$ cat src/cmpe_pkg.sv
package cmpe_pkg;

  // Register addresses in the special register space
  localparam logic [7:0] CMPE_CTRL_ADDR = 8'h9A;
  localparam logic [7:0] CMPE_MODE_ADDR = 8'h9B;

  // Control register layout
  localparam int CMPE_ON_BIT    = 7;
  localparam int CMPE_LEVEL_BIT = 6;
  localparam int CMPE_RISE_BIT  = 5;
  localparam int CMPE_FALL_BIT  = 4;
  localparam int CMPE_POSH_LSB  = 2;
  localparam int CMPE_NEGH_LSB  = 0;

  // Mode register layout
  localparam int CMPE_ASYNC_BIT = 6;
  localparam int CMPE_RIE_BIT   = 5;
  localparam int CMPE_FIE_BIT   = 4;
  localparam int CMPE_RESP_LSB  = 0;

  localparam logic [7:0] CMPE_CTRL_RESET = 8'h00;
  localparam logic [7:0] CMPE_MODE_RESET = 8'h00;
  localparam logic [7:0] CMPE_ZERO_BYTE  = 8'h00;

  // Hysteresis codes, for both polarities
  typedef enum logic [1:0] {
    CMPE_HYST_OFF  = 2'h0,
    CMPE_HYST_5MV  = 2'h1,
    CMPE_HYST_10MV = 2'h2,
    CMPE_HYST_20MV = 2'h3
  } cmpe_hyst_t;

  // Response time, fastest to slowest
  typedef enum logic [1:0] {
    CMPE_RESP_0 = 2'h0,
    CMPE_RESP_1 = 2'h1,
    CMPE_RESP_2 = 2'h2,
    CMPE_RESP_3 = 2'h3
  } cmpe_resp_t;

  // Settings handed to the analog core
  typedef struct packed {
    logic       power_on;
    cmpe_hyst_t pos_hyst_sel;
    cmpe_hyst_t neg_hyst_sel;
    cmpe_resp_t resp_sel;
  } cmpe_analog_t;

  // Software visible control state
  typedef struct packed {
    logic       comparator_on;
    logic       rise_seen_flag;
    logic       fall_seen_flag;
    cmpe_hyst_t pos_hyst_sel;
    cmpe_hyst_t neg_hyst_sel;
  } cmpe_ctl_t;

  typedef struct packed {
    logic       pin_async;
    logic       rise_irq_unmask;
    logic       fall_irq_unmask;
    cmpe_resp_t resp_sel;
  } cmpe_mode_t;

endpackage

$ cat src/cmpe_ctrl.sv
`timescale 1ns/1ns
// How it works
// - Result readable, interruptible, and routable to pin.
// - Pin path async or clocked; async needs no clock.
// - Disabled: pin output low, comparator unpowered.
// - Software selects response time, speed versus current.
// - Positive and negative hysteresis set independently.
// - Positive hysteresis bits 3:2: off,5,10,20 mV.
// - Negative hysteresis: off, 5, 10, 20 mV.
// - Negative hysteresis bits 1:0, same code meaning.
// - Rising output transition sets flag bit 5.
// - Falling output transition sets flag bit 4.
// - Flags stay set until software writes zero.
// - Interrupt on rising, falling, or both edges.
// - Separate unmask bits for rise and fall.
// - Bit 6 reads present comparator output level.
// - Bit 7 switches comparator on and off.
// - Control at 0x9A, any page, resets zero.
module cmpe_ctrl (
  // Clock and reset
  input  wire logic                  MCLK,
  input  wire logic                  RESET,
  // Special register port
  input  wire logic [7:0]            SFR_ADDR,
  input  wire logic                  SFR_WR,
  input  wire logic                  SFR_RD,
  input  wire logic [7:0]            SFR_WDATA,
  output logic      [7:0]            SFR_RDATA,
  // Analog comparator core
  input  wire logic                  COMP_RAW,
  output cmpe_pkg::cmpe_analog_t     ANALOG_CFG,
  // Port pin and interrupt
  output logic                       PIN_OUT,
  output logic                       COMP_IRQ
);

  logic                 sync1_q, sync2_q, sync3_q;
  logic                 level_q;
  logic                 rise_evt, fall_evt, settled;
  logic                 ctrl_wr, mode_wr;
  cmpe_pkg::cmpe_ctl_t  ctl_q, ctl_d;
  cmpe_pkg::cmpe_mode_t mode_q, mode_d;
  logic                 pin_sync_q;

  // Raw comparator crosses into the clock domain through three stages
  always_ff @(posedge MCLK) begin
    if (RESET) begin
      sync1_q <= 1'b0;
      sync2_q <= 1'b0;
      sync3_q <= 1'b0;
    end else begin
      sync1_q <= COMP_RAW;
      sync2_q <= sync1_q;
      sync3_q <= sync2_q;
    end
  end

  // A change counts only once the later two stages agree
  assign settled  = (sync2_q == sync3_q);
  assign rise_evt = settled && sync3_q && !level_q;
  assign fall_evt = settled && !sync3_q && level_q;

  always_ff @(posedge MCLK) begin
    if (RESET) begin
      level_q <= 1'b0;
    end else if (settled) begin
      level_q <= sync3_q;
    end
  end

  assign ctrl_wr = SFR_WR && (SFR_ADDR == cmpe_pkg::CMPE_CTRL_ADDR);
  assign mode_wr = SFR_WR && (SFR_ADDR == cmpe_pkg::CMPE_MODE_ADDR);

  // Control register; a hardware edge wins over a same-cycle clear
  always_comb begin
    ctl_d = ctl_q;
    if (ctrl_wr) begin
      ctl_d.comparator_on  = SFR_WDATA[cmpe_pkg::CMPE_ON_BIT];
      ctl_d.rise_seen_flag = SFR_WDATA[cmpe_pkg::CMPE_RISE_BIT];
      ctl_d.fall_seen_flag = SFR_WDATA[cmpe_pkg::CMPE_FALL_BIT];
      ctl_d.pos_hyst_sel   = cmpe_pkg::cmpe_hyst_t'(
        SFR_WDATA[cmpe_pkg::CMPE_POSH_LSB +: 2]);
      ctl_d.neg_hyst_sel   = cmpe_pkg::cmpe_hyst_t'(
        SFR_WDATA[cmpe_pkg::CMPE_NEGH_LSB +: 2]);
    end
    if (rise_evt) begin
      ctl_d.rise_seen_flag = 1'b1;
    end
    if (fall_evt) begin
      ctl_d.fall_seen_flag = 1'b1;
    end
  end

  always_ff @(posedge MCLK) begin
    if (RESET) begin
      // Struct leaves out the read-only level bit, so load field by field
      ctl_q.comparator_on  <=
        cmpe_pkg::CMPE_CTRL_RESET[cmpe_pkg::CMPE_ON_BIT];
      ctl_q.rise_seen_flag <=
        cmpe_pkg::CMPE_CTRL_RESET[cmpe_pkg::CMPE_RISE_BIT];
      ctl_q.fall_seen_flag <=
        cmpe_pkg::CMPE_CTRL_RESET[cmpe_pkg::CMPE_FALL_BIT];
      ctl_q.pos_hyst_sel   <= cmpe_pkg::cmpe_hyst_t'(
        cmpe_pkg::CMPE_CTRL_RESET[cmpe_pkg::CMPE_POSH_LSB +: 2]);
      ctl_q.neg_hyst_sel   <= cmpe_pkg::cmpe_hyst_t'(
        cmpe_pkg::CMPE_CTRL_RESET[cmpe_pkg::CMPE_NEGH_LSB +: 2]);
    end else begin
      ctl_q <= ctl_d;
    end
  end

  // Mode register: response time, unmask bits, pin path select
  always_comb begin
    mode_d = mode_q;
    if (mode_wr) begin
      mode_d.pin_async       = SFR_WDATA[cmpe_pkg::CMPE_ASYNC_BIT];
      mode_d.rise_irq_unmask = SFR_WDATA[cmpe_pkg::CMPE_RIE_BIT];
      mode_d.fall_irq_unmask = SFR_WDATA[cmpe_pkg::CMPE_FIE_BIT];
      mode_d.resp_sel        = cmpe_pkg::cmpe_resp_t'(
        SFR_WDATA[cmpe_pkg::CMPE_RESP_LSB +: 2]);
    end
  end

  always_ff @(posedge MCLK) begin
    if (RESET) begin
      mode_q.pin_async       <=
        cmpe_pkg::CMPE_MODE_RESET[cmpe_pkg::CMPE_ASYNC_BIT];
      mode_q.rise_irq_unmask <=
        cmpe_pkg::CMPE_MODE_RESET[cmpe_pkg::CMPE_RIE_BIT];
      mode_q.fall_irq_unmask <=
        cmpe_pkg::CMPE_MODE_RESET[cmpe_pkg::CMPE_FIE_BIT];
      mode_q.resp_sel        <= cmpe_pkg::cmpe_resp_t'(
        cmpe_pkg::CMPE_MODE_RESET[cmpe_pkg::CMPE_RESP_LSB +: 2]);
    end else begin
      mode_q <= mode_d;
    end
  end

  // Read data registered; unmapped addresses read zero
  always_ff @(posedge MCLK) begin
    if (RESET) begin
      SFR_RDATA <= cmpe_pkg::CMPE_ZERO_BYTE;
    end else if (SFR_RD && SFR_ADDR == cmpe_pkg::CMPE_CTRL_ADDR) begin
      SFR_RDATA <= {ctl_q.comparator_on, level_q,
                    ctl_q.rise_seen_flag, ctl_q.fall_seen_flag,
                    ctl_q.pos_hyst_sel, ctl_q.neg_hyst_sel};
    end else if (SFR_RD && SFR_ADDR == cmpe_pkg::CMPE_MODE_ADDR) begin
      SFR_RDATA <= {1'b0, mode_q.pin_async, mode_q.rise_irq_unmask,
                    mode_q.fall_irq_unmask, 2'h0, mode_q.resp_sel};
    end else begin
      SFR_RDATA <= cmpe_pkg::CMPE_ZERO_BYTE;
    end
  end

  // Analog settings follow the registers; power drops when disabled
  always_ff @(posedge MCLK) begin
    if (RESET) begin
      ANALOG_CFG <= '0;
    end else begin
      ANALOG_CFG.power_on     <= ctl_d.comparator_on;
      ANALOG_CFG.pos_hyst_sel <= ctl_d.pos_hyst_sel;
      ANALOG_CFG.neg_hyst_sel <= ctl_d.neg_hyst_sel;
      ANALOG_CFG.resp_sel     <= mode_d.resp_sel;
    end
  end

  // Interrupt level from flags and unmask bits
  always_ff @(posedge MCLK) begin
    if (RESET) begin
      COMP_IRQ <= 1'b0;
    end else begin
      COMP_IRQ <= (ctl_d.rise_seen_flag && mode_d.rise_irq_unmask) ||
                  (ctl_d.fall_seen_flag && mode_d.fall_irq_unmask);
    end
  end

  // Clocked pin copy, low while disabled
  always_ff @(posedge MCLK) begin
    if (RESET) begin
      pin_sync_q <= 1'b0;
    end else begin
      pin_sync_q <= level_q && ctl_q.comparator_on;
    end
  end

  // Async path bypasses the synchronizer and pin flops so it works with the clock stopped;
  // it is the one output not taken from a register
  assign PIN_OUT = mode_q.pin_async ?
                   (COMP_RAW && ctl_q.comparator_on) :
                   pin_sync_q;

endmodule // cmpe_ctrl

$ cat config.mk
export PLATFORM = sky130hd
export DESIGN_NAME = cmpe_ctrl
export DESIGN_NICKNAME = d
export VERILOG_FILES = /design/src/cmpe_pkg.sv /design/src/cmpe_ctrl.sv
export SDC_FILE = /design/constraint.sdc
export NUM_CORES = 1
export LEC_CHECK = 0
export ABC_CLOCK_PERIOD_IN_PS = 1750
export CORE_MARGIN = 5
export CORE_UTILIZATION = 59
export CTS_CLUSTER_DIAMETER = 100
export DETAILED_ROUTE_END_ITERATION = 10
export DONT_BUFFER_PORTS = 1
export PLACE_DENSITY = 0.82
export SLEW_MARGIN = 0
export SYNTH_ARGS = -nofsm -noshare
export SYNTH_HDL_FRONTEND = slang
export SYNTH_SLANG_ARGS = --single-unit
$ cat constraint.sdc
create_clock -name MCLK -period 1.75 [get_ports MCLK]
set_clock_uncertainty 0.2 [all_clocks]
set_input_delay 0.175 -clock MCLK [delete_from_list [all_inputs] [get_ports MCLK]]
set_output_delay 0.175 -clock MCLK [all_outputs]
set_load 0.005 [all_outputs]
# Yosys cells after proc, flatten, opt, wreduce, memory -nomap -nowiden
# Cells that the tools add are included.
dict set report word_totals {
  inputBits 21
  output_inout_bits 17
  wordCells 41
  regBits 26
}
dict set report classes {
  eq_ne 3
  mux 7
  reduce_logical 15
}
# cell n
set op_table {}
lappend op_table {{equality test 8 bit (second input constant)} 2}
lappend op_table {{2-to-1 mux 7 bit} 2}
lappend op_table {{logical AND 1 bit} 12}
lappend op_table {{2-to-1 mux 8 bit} 1}
lappend op_table {{2-to-1 mux 4 bit} 1}
lappend op_table {{2-to-1 mux 1 bit} 3}
lappend op_table {{zero test 1 bit} 2}
lappend op_table {{equality test 1 bit} 1}
lappend op_table {{logical OR 1 bit} 1}

# Logic depth before layout (Yosys ltp)
dict set report depth {
  word_depth 6
  ltp_mapped 5
  mapped_depth_nobuf 5
}

# Worst setup path before layout
# OpenSTA, ideal clock, no wires.
dict set report synth_timing {
  path_type {in2reg}
  start {in SFR_ADDR[6]}
  end {reg COMP_IRQ}
  path_buffers 0
  t_arrival_ns 1.089
  path_stages 4
  setup_ns 0.133
  required_ns 1.417
  path_slack_ns 0.329
  path_cell_list {and4b_2 nand2_1 o41ai_2 o32ai_2}
}
dict set report synth_between {
  elab_chain_cells 6
  elab_cells_between_ends 11
  cone_classes {eq/ne: 2; mux: 4; reduce/logical: 5}
}
# element line
set synth_rtl {}
lappend synth_rtl {{from (decl)} cmpe_ctrl.sv:24} ;# input wire logic [7:0] SFR_ADDR,
lappend synth_rtl {{equality test 8 bit} cmpe_ctrl.sv:71} ;# assign ctrl_wr = SFR_WR && (SFR_ADDR == cmpe_pkg::CMPE_CTRL_ADDR);
lappend synth_rtl {{logical AND 1 bit} cmpe_ctrl.sv:71}
lappend synth_rtl {{2-to-1 mux 7 bit} cmpe_ctrl.sv:77} ;# if (ctrl_wr) begin
lappend synth_rtl {{2-to-1 mux 1 bit (on tied branches)} {cmpe_ctrl.sv:86, cmpe_ctrl.sv:89}}
lappend synth_rtl {{logical AND 1 bit (on tied branches)} {cmpe_ctrl.sv:172, cmpe_ctrl.sv:173}}
lappend synth_rtl {{logical OR 1 bit (*)} cmpe_ctrl.sv:172} ;# COMP_IRQ <= (ctl_d.rise_seen_flag && mode_d.rise_irq_unmask) ||
lappend synth_rtl {{to (signal assigned)} cmpe_ctrl.sv:172}
lappend synth_rtl {{to (decl)} cmpe_ctrl.sv:34} ;# output logic COMP_IRQ
# Mark *: on every way between the ends. The rest lies on a longest branch, timed or not. The select of a mux whose other input is x is not followed.
# A chain may end at the register's enable or synchronous reset.

# Final worst setup path
dict set report layout_timing {
  start {in SFR_ADDR[6]}
  end {reg ANALOG_CFG[5] in the netlist's numbering}
}
dict set report layout_between {
  elab_chain_cells 2
}
# element line
set layout_rtl {}
lappend layout_rtl {{equality test 8 bit} cmpe_ctrl.sv:71}
lappend layout_rtl {{logical AND 1 bit} cmpe_ctrl.sv:71}
lappend layout_rtl {{to (decl)} cmpe_ctrl.sv:31} ;# output cmpe_pkg::cmpe_analog_t ANALOG_CFG,
# No other way between the ends.

==> flow_metrics.tcl <==
set metrics [dict create \
    vias_per_cell 5.53 \
    core-area_um2 1750 \
    cp_max_fo 7 \
    start_kind "input port" \
    dp_hpwl_um 1500 \
    cts_tree "built" \
    die_h_um 53 \
    p_comb_frac 0.051 \
    drtPass1Iterations 4 \
    cp.required_ps 1780 \
    detail_route.wl_per_cell_um 16.2 \
    antenna_found_initial 0 \
    synthAdderAreaFrac 0.0229 \
    clkPwrFrac 0.385 \
    max_slew_margin 0.599 \
    root_buffer "clkbuf_4" \
    yosys.area_share.simple 0.226 \
    fmax_ghz 0.651 \
    setup_viol 0 \
    grt.total_usage 0.178 \
    grt_pass1_vias 786 \
    max_stage_delay_ps 540 \
    syn2layout_area_growth_pct 15.3 \
    ys_seq_area_frac 0.477 \
    tightest_slew_ps 601 \
    grt_first_pass_wirelength_um 3570 \
    rsz0062_at_grt "false" \
    finalCritPeriodShare 0.877 \
    cpMaxStageDelayCell "dlygate4sd3_1" \
    switching_share 0.189 \
    finalNetCount 131 \
    clkLatencyLatePin_ps 320 \
    grt-ovfl-total 0 \
    htree_levels 1 \
    hp-class "input port to register" \
    fillers 127 \
    cts.reportedPaths.clkPinSlew_ps 140 \
    leakage_nw 0.613 \
    netlist_area_um2 1090 \
    start_util 0.625 \
    p_seq_frac 0.565 \
    dieWidth_um 53 \
    power_switching_mw 0.201 \
    drc_errors 0 \
    critical_path_class "input port to register" \
    timing.setup.tns_ps 0 \
    finalHoldViolCount 0 \
    synth_xor_area_frac 0 \
    synth_fp_nets 121 \
    synth_mux_area_frac 0.115 \
    ios 38 \
    drt_iter0_drc 11 \
    numPortBuffers 0 \
    synth.avg_cell_area_um2 11.1 \
    status "complete, no violations" \
    row_count 15 \
    timing.hold.ws_ps 9.22 \
    irDropWorstVdd_mv 0.459 \
    ys_seq_elements 26 \
    drive_above_1_share 0.140 \
    cts_buffer_depth 2 \
    vias 730 \
    cts_buffers 3 \
    ys_types 28 \
    crit_path_end_kind "register" \
    cts_sinks 26 \
    period_minus_slack_ps 1540 \
    yosys_warnings 0 \
    cellPowerDensity_nw_per_um2 843 \
    postCtsSetupRepairBufs 0 \
    crit_chain "and4b_2 > nand4b_4 > mux2i_1 > nor2_1 > dlygate4sd3_1" \
    ant_nets 0 \
    intPower_mw 0.860 \
    gp_congestion 0.710 \
    synth_compound_area_frac 0.0837 \
    routed_wl_um 2130 \
    die-area_um2 2810 \
    synth_top_family_by_area "simple AND/OR/NAND/NOR gates" \
    drv_slew 0 \
    grt_start_max_net_pins 16 \
    worstPathArrival_ps 1560 \
    syn_inst 98 \
    cap_violations 0 \
    diodes 0 \
]
## cell usage in the layout (no fill, tap or decap), drive strengths merged
cell	count
nand3	1
nand2	1
nor2	13
a22o	5
and4bb	1
and3	1
nor3b	3
ha	2
nor4b	1
dlymetal6s4s	1
o32ai	1
mux2i	11
dlygate4sd3	13
dfxtp	26
and4	1
nor2b	4
bufinv	1
nand4b	1
inv	6
mux2	1
and2	3
clkbuf	3
o21ai	1
o41ai	1
and4b	1
nand4	1
and2b	1
a21oi	2
## worst paths after layout
check                   start       endpoint  slack, ps  cells after the start
setup / recovery  SFR_ADDR[6]  ANALOG_CFG[5]        210                      5
hold / removal         SFR_WR  ANALOG_CFG[0]          9                      3
setup reg to reg      sync3_q       COMP_IRQ        270                      4
hold reg to reg     mode_q[2]   SFR_RDATA[4]        280                      1
## layout make-up
| class | instances | area, µm² | share of cell area |
|---|---|---|---|
| flip-flops and latches | 26 | 520 | 0.414 |
| multi-input cells | 57 | 488 | 0.388 |
| repair buffers | 14 | 143 | 0.113 |
| well taps | 25 | 31.3 | 0.0249 |
| clock inverters | 1 | 30.0 | 0.0239 |
| clock buffers | 3 | 22.5 | 0.0179 |
| inverters | 6 | 22.5 | 0.0179 |
## worst max-delay path: cells and delay by family
kind                   cells  cell delay [ps]
buffers and inverters      1              540
muxes                      1              230
and+or+nand+nor            3              610
## sequential cells by signal, summed over array words and instances (netlist names)
signal and count:
SFR_RDATA 8, pin_sync_q 1, sync2_q 1, mode_q 3
sync1_q 1, ANALOG_CFG 7, sync3_q 1, ctl_q 2
COMP_IRQ 1, level_q 1
## per-stage QoR
stage | total power, mW | instance area [µm²] | utilization | setup slack [ps] | instances
3_3_place_gp | 0.637 | 1060 | 0.609 | 252 | 114
2_1_floorplan | 0.641 | 1090 | - | 329 | 98
3_5_place_dp | 0.639 | 1060 | 0.609 | 265 | 114
5_1_grt | 1.10 | 1260 | 0.720 | 164 | 132
6_report | 1.06 | 1260 | 0.720 | 215 | 132
4_1_cts | 1.06 | 1250 | 0.719 | 13.2 | 132
## power groups by stage
stage                     clock network (mW)  logic (mW)  registers [mW]
after detailed placement                   0      0.0273           0.612
after global routing                   0.441      0.0579           0.600
final                                  0.408      0.0536           0.599
after floorplan                            0      0.0300           0.611
after global placement                     0      0.0257           0.612
after CTS                              0.408      0.0530           0.599
## metal layers
metal  track usage  vias up  wire (µm)
li1              -      351          -
met1         0.194      336        807
met2         0.316       36       1090
met3        0.0507        7        199
met4        0.0766        0         36
met5             0        -          0
## logic make-up (layout without fill, tap and decap cells)
family / after synthesis / in the layout
AO/OA/AOI/OAI: 10 / 10
flip-flops: 26 / 26
multiplexers: 12 / 12
AND/OR/NAND/NOR: 33 / 33
adder cells (fa/ha/maj): 2 / 2
buffers and inverters: 15 / 24
## Yosys cell counts
| cell type | instances | area share |
|---|---|---|
| o41ai_2 | 1 | 0.015 |
| and2b_1 | 1 | 0.0069 |
| o21ai_0 | 1 | 0.0046 |
| nor4b_2 | 1 | 0.014 |
| o32ai_2 | 1 | 0.015 |
| nor2_1 | 12 | 0.041 |
| nor3b_4 | 2 | 0.034 |
| and3_1 | 1 | 0.0057 |
| buf_4 | 7 | 0.048 |
| nor2b_1 | 4 | 0.023 |
| nand3_1 | 1 | 0.0046 |
| nand4_2 | 1 | 0.011 |
| and2_1 | 3 | 0.017 |
| nand4b_4 | 1 | 0.022 |
| ha_1 | 2 | 0.023 |
| nor3b_1 | 1 | 0.0069 |
| and4bb_2 | 1 | 0.011 |
| mux2i_1 | 11 | 0.10 |
| mux2_4 | 1 | 0.014 |
| and4_1 | 1 | 0.0080 |
| a22o_1 | 5 | 0.040 |
| and4b_2 | 1 | 0.010 |
| dfxtp_1 | 26 | 0.48 |
| clkbuf_1 | 2 | 0.0069 |
| inv_1 | 6 | 0.021 |
| a21oi_1 | 2 | 0.0092 |
| nand2_1 | 1 | 0.0034 |
| nor2_2 | 1 | 0.0057 |
## timing repair
| action | 4_1_cts | 5_1_grt |
|---|---|---|
| endpoints found under the hold margin | 26 | 0 |
| resized for setup | 0 | 1 |
| setup endpoints to repair | 0 | 6 |
| hold buffers | 14 | 0 |
Note: power is estimated with default switching activity, not from simulation.
